**config.mk**
```make
export PLATFORM = sky130hd
export DESIGN_NAME = pqmap_top
export DESIGN_NICKNAME = d
export VERILOG_FILES = /design/src/hdl/pqmap_pkg.sv /design/src/hdl/pqmap_top.sv
export VERILOG_INCLUDE_DIRS = /design/src /design/src/hdl
export SDC_FILE = /design/constraint.sdc
export NUM_CORES = 1
export LEC_CHECK = 0
export BUFFER_PORTS_ARGS = -buffer_cell sky130_fd_sc_hd__buf_2
export CAP_MARGIN = 10
export CORE_UTILIZATION = 51
export CTS_CLUSTER_DIAMETER = 50
export DETAILED_ROUTE_END_ITERATION = 6
export HOLD_SLACK_MARGIN = 0.03
export PLACE_DENSITY_LB_ADDON = 0.2
export SLEW_MARGIN = 0
export SYNTH_ARGS = -nofsm -noshare
export SYNTH_HDL_FRONTEND = slang
export SYNTH_SLANG_ARGS = --single-unit
```
**constraint.sdc**
```tcl
create_clock -name clock_i -period 3.1 [get_ports clock_i]
set_clock_uncertainty 0.1 [all_clocks]
set_input_delay 0.155 -clock clock_i [delete_from_list [all_inputs] [get_ports clock_i]]
set_output_delay 0.155 -clock clock_i [all_outputs]
set_load 0.02 [all_outputs]
```
**src/hdl/pqmap_map.svh**
```systemverilog
/*
 Register map, field layout, reset values and bus constants of the priority
 queue mapping block. Assumes it is included by bare name from hdl/.
*/
`ifndef PQMAP_MAP_SVH
`define PQMAP_MAP_SVH

// Printed offsets are register indices; byte address is four times the index
`define PQMAP_TAG_MAP_IDX     8'h0E
`define PQMAP_TOS_MAP_IDX     8'h0F
`define PQMAP_TAG_MAP_ADDR    8'h38
`define PQMAP_TOS_MAP_ADDR    8'h3C
`define PQMAP_ADDR_W          8
`define PQMAP_MAP_W           16
`define PQMAP_SEL_W           2
`define PQMAP_TAG_MAP_RST     16'hFA50
// No reset value printed for the TOS map; same default as the tag map
`define PQMAP_TOS_MAP_RST     16'hFA50
`define PQMAP_UNMAPPED_RDATA  32'h0000_0000
// Low bit of each two-bit queue selector, levels 7 down to 0
`define PQMAP_QUEUE_SEL_LEVEL7_LSB 14
`define PQMAP_QUEUE_SEL_LEVEL6_LSB 12
`define PQMAP_QUEUE_SEL_LEVEL5_LSB 10
`define PQMAP_QUEUE_SEL_LEVEL4_LSB 8
`define PQMAP_QUEUE_SEL_LEVEL3_LSB 6
`define PQMAP_QUEUE_SEL_LEVEL2_LSB 4
`define PQMAP_QUEUE_SEL_LEVEL1_LSB 2
`define PQMAP_QUEUE_SEL_LEVEL0_LSB 0

`endif

```
**src/hdl/pqmap_pkg.sv**
```systemverilog
/*
 Types of the priority queue mapping block.
 Assumes pqmap_map.svh provides the widths.
*/
`include "pqmap_map.svh"
package pqmap_pkg;

   typedef logic [`PQMAP_SEL_W-1:0] pqmap_queue_t;

   // Classification request from the packet classifier
   typedef struct packed {
      logic       valid;
      logic       is_tagged;
      logic       is_ip;
      logic [2:0] user_prio;
      logic [2:0] tos_prec;
   } pqmap_req_t;

   // Registered classification answer
   typedef struct packed {
      logic         valid;
      logic         tag_hit;
      logic         tos_hit;
      pqmap_queue_t tag_queue;
      pqmap_queue_t tos_queue;
   } pqmap_ans_t;

   typedef enum logic [0:0] {
      PQMAP_IDLE = 1'b0,
      PQMAP_DONE = 1'b1
   } pqmap_bus_state_t;

endpackage : pqmap_pkg

```
**src/hdl/pqmap_top.sv**
```systemverilog
/*
 Priority queue mapping registers with Avalon-MM slave and a one-cycle
 classification lookup. Assumes one clock, synchronous active-low reset and
 a classifier that presents a request for one cycle per packet.
*/
`timescale 1ns/100ps
`include "pqmap_map.svh"

// Overview of operation
// - Tagged priority 7..4 selects tag-map bits 15:14, 13:12, 11:10, 9:8
// - Tagged priority 3..0 selects tag-map bits 7:6, 5:4, 3:2, 1:0
// - TOS precedence 7..4 selects TOS-map bits 15:14, 13:12, 11:10, 9:8
// - TOS precedence 3..0 selects TOS-map bits 7:6, 5:4, 3:2, 1:0
// - Each two-bit selector names its queue directly, 00 to 11
module pqmap_top
   import pqmap_pkg::*;
#(
   parameter int ADDR_W = `PQMAP_ADDR_W
) (
   input  wire logic              clock_i,
   input  wire logic              nrst_i,
   input  wire logic [ADDR_W-1:0] avs_address_i,
   input  wire logic              avs_read_i,
   input  wire logic              avs_write_i,
   input  wire logic [31:0]       avs_writedata_i,
   input  wire logic [3:0]        avs_byteenable_i,
   output logic [31:0]            avs_readdata_o,
   output logic                   avs_waitrequest_o,
   input  wire pqmap_req_t        cls_req_i,
   output pqmap_ans_t             cls_ans_o
);

   if (ADDR_W < 6) begin : g_addr_w_check
      $error("ADDR_W too small to reach the map registers");
   end

   // Selector for a three-bit level out of an eight-entry map
   function automatic pqmap_queue_t pick_queue(input logic [15:0] map,
                                               input logic [2:0]  level);
      pick_queue = map[{level, 1'b0} +: 2];
   endfunction : pick_queue

   function automatic logic [15:0] merge_be(input logic [15:0] old_v,
                                            input logic [31:0] wd,
                                            input logic [3:0]  be);
      merge_be = {be[1] ? wd[15:8] : old_v[15:8], be[0] ? wd[7:0] : old_v[7:0]};
   endfunction : merge_be

   logic [15:0]      tag_map_reg, tag_map_next;
   logic [15:0]      tos_map_reg, tos_map_next;
   logic [31:0]      rdata_reg, rdata_next;
   pqmap_bus_state_t state_reg, state_next;
   pqmap_ans_t       ans_reg, ans_next;
   logic             hit_tag, hit_tos;

   assign hit_tag = (avs_address_i == ADDR_W'(`PQMAP_TAG_MAP_ADDR));
   assign hit_tos = (avs_address_i == ADDR_W'(`PQMAP_TOS_MAP_ADDR));

   // One wait cycle per access keeps read data registered
   assign avs_waitrequest_o = (avs_read_i | avs_write_i) && (state_reg == PQMAP_IDLE);
   assign avs_readdata_o    = rdata_reg;

   always_comb begin
      tag_map_next = tag_map_reg;
      tos_map_next = tos_map_reg;
      rdata_next   = rdata_reg;
      state_next   = PQMAP_IDLE;
      case (state_reg)
         PQMAP_IDLE: begin
            if (avs_read_i | avs_write_i) begin
               state_next = PQMAP_DONE;
               if (avs_read_i) begin
                  if (hit_tag) begin
                     rdata_next = {16'h0000, tag_map_reg};
                  end else if (hit_tos) begin
                     rdata_next = {16'h0000, tos_map_reg};
                  end else begin
                     rdata_next = `PQMAP_UNMAPPED_RDATA;
                  end
               end
            end
         end
         PQMAP_DONE: begin
            // Write lands at the edge where waitrequest is seen low
            if (avs_write_i && hit_tag) begin
               tag_map_next = merge_be(tag_map_reg, avs_writedata_i, avs_byteenable_i);
            end
            if (avs_write_i && hit_tos) begin
               tos_map_next = merge_be(tos_map_reg, avs_writedata_i, avs_byteenable_i);
            end
         end
         default: state_next = PQMAP_IDLE;
      endcase
   end

   always_ff @(posedge clock_i) begin
      if (!nrst_i) begin
         tag_map_reg <= `PQMAP_TAG_MAP_RST;
         tos_map_reg <= `PQMAP_TOS_MAP_RST;
         rdata_reg   <= 32'h0000_0000;
         state_reg   <= PQMAP_IDLE;
      end else begin
         tag_map_reg <= tag_map_next;
         tos_map_reg <= tos_map_next;
         rdata_reg   <= rdata_next;
         state_reg   <= state_next;
      end
   end

   // Lookup: selectors pass straight through as queue numbers
   always_comb begin
      ans_next           = '0;
      ans_next.valid     = cls_req_i.valid;
      ans_next.tag_hit   = cls_req_i.valid & cls_req_i.is_tagged;
      ans_next.tos_hit   = cls_req_i.valid & cls_req_i.is_ip;
      if (ans_next.tag_hit) begin
         ans_next.tag_queue = pick_queue(tag_map_reg, cls_req_i.user_prio);
      end
      if (ans_next.tos_hit) begin
         ans_next.tos_queue = pick_queue(tos_map_reg, cls_req_i.tos_prec);
      end
   end

   always_ff @(posedge clock_i) begin
      if (!nrst_i) begin
         ans_reg <= '0;
      end else begin
         ans_reg <= ans_next;
      end
   end

   assign cls_ans_o = ans_reg;

   tag_high_a: assert property (@(posedge clock_i) disable iff (!nrst_i)
      cls_req_i.valid && cls_req_i.is_tagged && cls_req_i.user_prio == 3'd7
      |=> cls_ans_o.tag_queue == $past(tag_map_reg[15:14]))
      else $error("tag priority 7 queue wrong");
   tag_low_a: assert property (@(posedge clock_i) disable iff (!nrst_i)
      cls_req_i.valid && cls_req_i.is_tagged && cls_req_i.user_prio == 3'd0
      |=> cls_ans_o.tag_queue == $past(tag_map_reg[1:0]))
      else $error("tag priority 0 queue wrong");
   tos_high_a: assert property (@(posedge clock_i) disable iff (!nrst_i)
      cls_req_i.valid && cls_req_i.is_ip && cls_req_i.tos_prec == 3'd4
      |=> cls_ans_o.tos_queue == $past(tos_map_reg[9:8]))
      else $error("tos precedence 4 queue wrong");
   tos_low_a: assert property (@(posedge clock_i) disable iff (!nrst_i)
      cls_req_i.valid && cls_req_i.is_ip && cls_req_i.tos_prec == 3'd3
      |=> cls_ans_o.tos_queue == $past(tos_map_reg[7:6]))
      else $error("tos precedence 3 queue wrong");
   sel_direct_a: assert property (@(posedge clock_i) disable iff (!nrst_i)
      cls_req_i.valid && cls_req_i.is_tagged && cls_req_i.user_prio == 3'd5
      && tag_map_reg[11:10] == 2'h3 |=> cls_ans_o.tag_queue == 2'h3)
      else $error("selector not used directly");
   untag_gate_a: assert property (@(posedge clock_i) disable iff (!nrst_i)
      !cls_req_i.is_tagged |=> !cls_ans_o.tag_hit && cls_ans_o.tag_queue == 2'h0)
      else $error("tag map used on untagged frame");
   nonip_gate_a: assert property (@(posedge clock_i) disable iff (!nrst_i)
      !cls_req_i.is_ip |=> !cls_ans_o.tos_hit)
      else $error("tos map used on non-IP packet");
   wr_lands_a: assert property (@(posedge clock_i) disable iff (!nrst_i)
      avs_write_i && !avs_waitrequest_o && hit_tag && avs_byteenable_i == 4'hF
      |=> tag_map_reg == $past(avs_writedata_i[15:0]))
      else $error("tag map write lost");
   bus_wait_a: assert property (@(posedge clock_i) disable iff (!nrst_i)
      $rose(avs_read_i) |-> avs_waitrequest_o ##1 !avs_waitrequest_o)
      else $error("read answer not after one wait");

   tag_lvl6_a: assert property (@(posedge clock_i) disable iff (!nrst_i)
      cls_req_i.valid && cls_req_i.is_tagged && cls_req_i.user_prio == 3'd6
      |=> cls_ans_o.tag_queue == $past(tag_map_reg[`PQMAP_QUEUE_SEL_LEVEL6_LSB +: 2]))
      else $error("tag priority 6 queue wrong");
   tag_lvl5_a: assert property (@(posedge clock_i) disable iff (!nrst_i)
      cls_req_i.valid && cls_req_i.is_tagged && cls_req_i.user_prio == 3'd5
      |=> cls_ans_o.tag_queue == $past(tag_map_reg[`PQMAP_QUEUE_SEL_LEVEL5_LSB +: 2]))
      else $error("tag priority 5 queue wrong");
   tag_lvl4_a: assert property (@(posedge clock_i) disable iff (!nrst_i)
      cls_req_i.valid && cls_req_i.is_tagged && cls_req_i.user_prio == 3'd4
      |=> cls_ans_o.tag_queue == $past(tag_map_reg[`PQMAP_QUEUE_SEL_LEVEL4_LSB +: 2]))
      else $error("tag priority 4 queue wrong");
   tag_lvl3_a: assert property (@(posedge clock_i) disable iff (!nrst_i)
      cls_req_i.valid && cls_req_i.is_tagged && cls_req_i.user_prio == 3'd3
      |=> cls_ans_o.tag_queue == $past(tag_map_reg[`PQMAP_QUEUE_SEL_LEVEL3_LSB +: 2]))
      else $error("tag priority 3 queue wrong");
   tag_lvl2_a: assert property (@(posedge clock_i) disable iff (!nrst_i)
      cls_req_i.valid && cls_req_i.is_tagged && cls_req_i.user_prio == 3'd2
      |=> cls_ans_o.tag_queue == $past(tag_map_reg[`PQMAP_QUEUE_SEL_LEVEL2_LSB +: 2]))
      else $error("tag priority 2 queue wrong");
   tag_lvl1_a: assert property (@(posedge clock_i) disable iff (!nrst_i)
      cls_req_i.valid && cls_req_i.is_tagged && cls_req_i.user_prio == 3'd1
      |=> cls_ans_o.tag_queue == $past(tag_map_reg[`PQMAP_QUEUE_SEL_LEVEL1_LSB +: 2]))
      else $error("tag priority 1 queue wrong");
   tos_lvl7_a: assert property (@(posedge clock_i) disable iff (!nrst_i)
      cls_req_i.valid && cls_req_i.is_ip && cls_req_i.tos_prec == 3'd7
      |=> cls_ans_o.tos_queue == $past(tos_map_reg[`PQMAP_QUEUE_SEL_LEVEL7_LSB +: 2]))
      else $error("tos precedence 7 queue wrong");
   tos_lvl6_a: assert property (@(posedge clock_i) disable iff (!nrst_i)
      cls_req_i.valid && cls_req_i.is_ip && cls_req_i.tos_prec == 3'd6
      |=> cls_ans_o.tos_queue == $past(tos_map_reg[`PQMAP_QUEUE_SEL_LEVEL6_LSB +: 2]))
      else $error("tos precedence 6 queue wrong");
   tos_lvl5_a: assert property (@(posedge clock_i) disable iff (!nrst_i)
      cls_req_i.valid && cls_req_i.is_ip && cls_req_i.tos_prec == 3'd5
      |=> cls_ans_o.tos_queue == $past(tos_map_reg[`PQMAP_QUEUE_SEL_LEVEL5_LSB +: 2]))
      else $error("tos precedence 5 queue wrong");
   tos_lvl2_a: assert property (@(posedge clock_i) disable iff (!nrst_i)
      cls_req_i.valid && cls_req_i.is_ip && cls_req_i.tos_prec == 3'd2
      |=> cls_ans_o.tos_queue == $past(tos_map_reg[`PQMAP_QUEUE_SEL_LEVEL2_LSB +: 2]))
      else $error("tos precedence 2 queue wrong");
   tos_lvl1_a: assert property (@(posedge clock_i) disable iff (!nrst_i)
      cls_req_i.valid && cls_req_i.is_ip && cls_req_i.tos_prec == 3'd1
      |=> cls_ans_o.tos_queue == $past(tos_map_reg[`PQMAP_QUEUE_SEL_LEVEL1_LSB +: 2]))
      else $error("tos precedence 1 queue wrong");
   tos_lvl0_a: assert property (@(posedge clock_i) disable iff (!nrst_i)
      cls_req_i.valid && cls_req_i.is_ip && cls_req_i.tos_prec == 3'd0
      |=> cls_ans_o.tos_queue == $past(tos_map_reg[`PQMAP_QUEUE_SEL_LEVEL0_LSB +: 2]))
      else $error("tos precedence 0 queue wrong");

   tag_lookup_c: cover property (@(posedge clock_i) disable iff (!nrst_i)
      cls_req_i.valid && cls_req_i.is_tagged && cls_req_i.is_ip);
   tag_write_c: cover property (@(posedge clock_i) disable iff (!nrst_i)
      avs_write_i && !avs_waitrequest_o && hit_tag);
   tos_read_c: cover property (@(posedge clock_i) disable iff (!nrst_i)
      avs_read_i && !avs_waitrequest_o && hit_tos);
   sel_code3_c: cover property (@(posedge clock_i) disable iff (!nrst_i)
      cls_req_i.valid && cls_req_i.is_tagged && tag_map_reg[11:10] == 2'h3);

endmodule : pqmap_top

```
; Word-level counts from Yosys, hierarchy flattened
; Index checks and enable logic that the tools add are counted.
; W data, S select, Z words.
[op_classes]
bitwise = 5
shifts = 2
n_eq_ne = 2
n_reduce_logical = 11
muxes = 3
[op_table]
columns = cell, count
row1 = $mux W16, 2
row2 = $shiftx A16 B5 Y2, 2
row3 = $eq A8 B6 Y1 const B, 2
row4 = $reduce_and A3 Y1, 5
row5 = $reduce_and A2 Y1, 2
row6 = $logic_and A1 B1 Y1, 3
row7 = $and A1 B1 Y1, 2
row8 = $not A1 Y1, 2
row9 = $reduce_or A2 Y1, 1
row10 = $mux W1, 1
row11 = $or A1 B1 Y1, 1
[totals]
out_inout_bits = 40
inputBits = 57
register_bits = 72

; Logic depth before layout (Yosys ltp)
[logic_depth]
word_depth = 3
mapped_depth = 5
ltp_nobuf = 3

; Worst setup path before layout
; Ideal clock, no wire load.
[synth_timing]
path_type = input-to-reg
start = input port avs_address_i[6]
end = register rdata_reg[10] (netlist: avs_readdata_o[10])
cell_stages = 5
slack_ns = 1.640
t_arrival_ns = 1.292
setup_ns = 0.067
n_path_buf = 2
cell_sequence = nand4bb_4 > or4_1 > buf_2 > buf_6 > o21ai_2
[synth_via]
elab_chain_len = 3
elab_cells_between_ends = 4
cone_classes = 2 x eq/ne / 2 x mux
[synth_lines]
columns = element, line_no
row1 = start: declaration, pqmap_top.sv:22  ; input wire logic [ADDR_W-1:0] avs_address_i,
row2 = $eq A8 B6 Y1, pqmap_top.sv:57  ; assign hit_tos = (avs_address_i == ADDR_W'(`PQMAP_TOS_MAP_ADDR));
row3 = $mux W16, pqmap_top.sv:75  ; end else if (hit_tos) begin
row4 = $mux W16 *, pqmap_top.sv:73  ; if (hit_tag) begin
row5 = end signal: assignment, pqmap_top.sv:105  ; rdata_reg <= rdata_next;
row6 = end: declaration, pqmap_top.sv:51  ; logic [31:0] rdata_reg, rdata_next;
; Mark *: on every way between the ends. The rest lies on a longest branch, timed or not.
; A chain may end at the register's enable or synchronous reset.

; Worst setup path after layout
[layout_timing]
start = register state_reg
end = register rdata_reg[15] (netlist: avs_readdata_o[15])
[layout_via]
elab_chain_len = 2
[layout_lines]
columns = element, line_no
row1 = start: declaration, pqmap_top.sv:52  ; pqmap_bus_state_t state_reg, state_next;
row2 = start signal: assignment, pqmap_top.sv:106  ; state_reg <= state_next;
row3 = $not A1 Y1 (no line), --
row4 = $reduce_and A3 Y1 (no line), --
; Every way passes these cells.

==> results.md <==
- Initial drt markers: approximately 130
- Avg WL per Cell: 14.1 um
- Detail Placement HPWL: 3990 um
- Initial antenna violation count: 0
- Slew HR: 44.0%
- CP max stage delay: a little under 0.8 ns
- Ant. Diodes: 0
- Largest net degree at the start of global routing: 67
- Kind of critical path: reg2reg
- Synthesis warning total: 0
- Dpl cells: 369
- Status: finished clean
- Critical Path AT: slightly below 2 ns
- Critical path capture point type: flop
- Worst-margin pin slew: 0.834 ns
- Max-Cap Viols: 0
- Min-Delay Path Class: in2reg
- Sequential area share after synthesis: 42.1%
- Clk pin slew, worst setup/hold paths: around 0.1 ns
- Fmax: roughly 560 MHz
- I/O pin count: 97
- Core Util, Final: between 60% and 70%
- TritonCTS Buffers: 5
- CTS tree: built
- Worst-Skew Late Latency: 0.31 ns
- Final Hold Viols: 0
- Area contributors post-synth: dfxtp_1 (42%), mux2i_1 (20%), mux4_2 (6.8%)
- Die area: ~0.0055 mm2
- Die X: 74.2 um
- Remaining antenna violation count after routing: 0
- Max-slew violations: 0
- Syn Std Cell Area: 0.00266 mm2
- Fin crit period: ~1.8 ns
- Fin Setup TNS: 0 ns
- Cells after Synth: ~260
- Routed vias/inst: between 5 and 6
- Power Density: 420 mW/mm2
- Initial Util: around 55%
- Post-Route WL: between 5000 and 6000 um
- DRT Pass-1 Iters: 4
- Post-CTS sizing: 0
- Unrepaired setup endpoints after global routing: false
- Area Growth Syn to Fin: 21.1%
- Lkg Pwr: about 1.4 nW
- CTS root buf: clkbuf_8
- First-pass GRT wire length: ~8500 um
- DRC: 0
- Final worst slack: ~1.3 ns
- GP Congestion: 0.862
- Flops & latches, synth: 56
- # H-tree levels: 2
- Fin Hold WS: 0.0296 ns
- Die span in y: approximately 74 um
- CP required: between 3 and 4 ns
- Total grt overflow: 0
- Synth area leader: dfxtp_1
- Worst-path fanout max: 16
- Crit share post-route: between 50 and 60%
- Asr flop ratio synth: 0%
- Clock Path Buffers: 2
- CP max-delay cell: or4_1
- Startpoint type of the worst setup path: flop
- Cell variety after synth: 24
- Mapped Avg Cell Area: ~10 um2
- Pre-CTS setup slack: approximately 1.2 ns
- Yosys top cell area share: a little over two fifths
- Core Region: 0.00488 mm2
- Port Buffers: 62
- Main synth FF type: dfxtp_1
- Via Count: around 2000
- Layout Cells excl Fill: ~400
- Final setup violation count: 0
- EDFF count, synth: 0
- Maximum VDD drop: roughly 0.00023 V
- Crit-path cells: nand4b_1 -> or4_1 -> o21ai_0
- Final nets: between 300 and 400
- Total Routing Usage GR: about a fifth
- # rows: 25
- Clk sinks: 56
- Share of cells above drive strength 1: 28.4%
- Worst R2R Setup Slack: 1.31 ns
- Vias in the first global route: about 1800
[final timing paths]
path	to	startpoint	cells past startpoint
max reg2reg	avs_readdata_o[15]	state_reg	3
min	tos_map_reg[0]	avs_writedata_i[0]	3
min reg2reg	avs_readdata_o[9]	avs_readdata_o[9]	2
max	avs_readdata_o[15]	state_reg	3
[power breakdown]
part	internal (mW)	total, mW	leakage [nW]	switching, mW
Combinational	0.0619	0.141	0.938	0.0794
Sequential	0.723	0.726	0.453	0.00272
Clock	0.243	0.485	0.0548	0.241
Total	1.03	1.35	1.45	0.323
[synthesized netlist by cell type, types with 2 or more instances]
master and number:
nand4bb_4 2, o21ai_0 6, nor2_1 6, or3_1 2
buf_2 4, mux2i_1 52, and2_1 2, dfxtp_1 56
nor2b_1 24, nand3_1 18, inv_1 2, clkbuf_1 11
buf_4 16, mux4_2 8, nand2_1 28, o21ai_2 10
or4_1 2
[routing by layer]
layer	up-vias	global-route usage, %	wire length, um	share of wire (%)
met3	6	4.88	315	5.6
met2	74	34.0	2510	45
li1	999	-	-	-
met5	-	0	0	0
met4	0	6.50	69	1.2
met1	925	27.8	2700	48
[repair_timing]
| item | CTS | global route |
|---|---|---|
| endpoints found under the hold margin | 36 | 0 |
| buffers inserted | 0 | 0 |
| hold buffers | 18 | 0 |
[kinds of logic after synthesis]
group,count (synthesis),synth area share [%]
flops,56,42.1
mux,60,26.3
buf+inv,34,7.53
simple gates,89,19.4
other cells,1,0.141
compound gates,16,4.42
[cells in the final DEF (no fill, tap or decap), drive strengths merged]
cell,instances
conb,16
inv,3
buf,63
mux4,8
clkinvlp,1
nand4bb,2
nor4,2
nor3,1
o21ai,16
nor2b,24
and2,2
mux2i,52
nand4b,1
bufinv,1
dlygate4sd3,18
or4,2
nor2,6
nand3,18
clkbuf,5
nand2b,1
or3,2
nand2,28
dfxtp,56
[area by class of cell]
class / instances / area (um2)
flip-flops and latches: 56 / 1120
inverters: 2 / 7.51
well taps: 67 / 83.8
clock buffers: 5 / 68.8
clock inverters: 3 / 46.3
fillers: 420 / 1660
repair buffers: 81 / 498
multi-input cells: 181 / 1400
[critical path: cells and delay by family, from the launching register on]
| family | cells | cell delay [ns] |
|---|---|---|
| simple gates | 2 | 0.96 |
| compound gates | 1 | 0.27 |
| flops | 1 | 0.39 |
[through the flow]
| step | cell area [um2] | total power, mW |
|---|---|---|
| after CTS | 3220 | 1.36 |
| after global placement | 2930 | 0.865 |
| final | 3220 | 1.35 |
| after global routing | 3220 | 1.41 |
| after floorplan | 2720 | 0.836 |
| after detailed placement | 2930 | 0.866 |
Power figures use the tool's default switching activity.
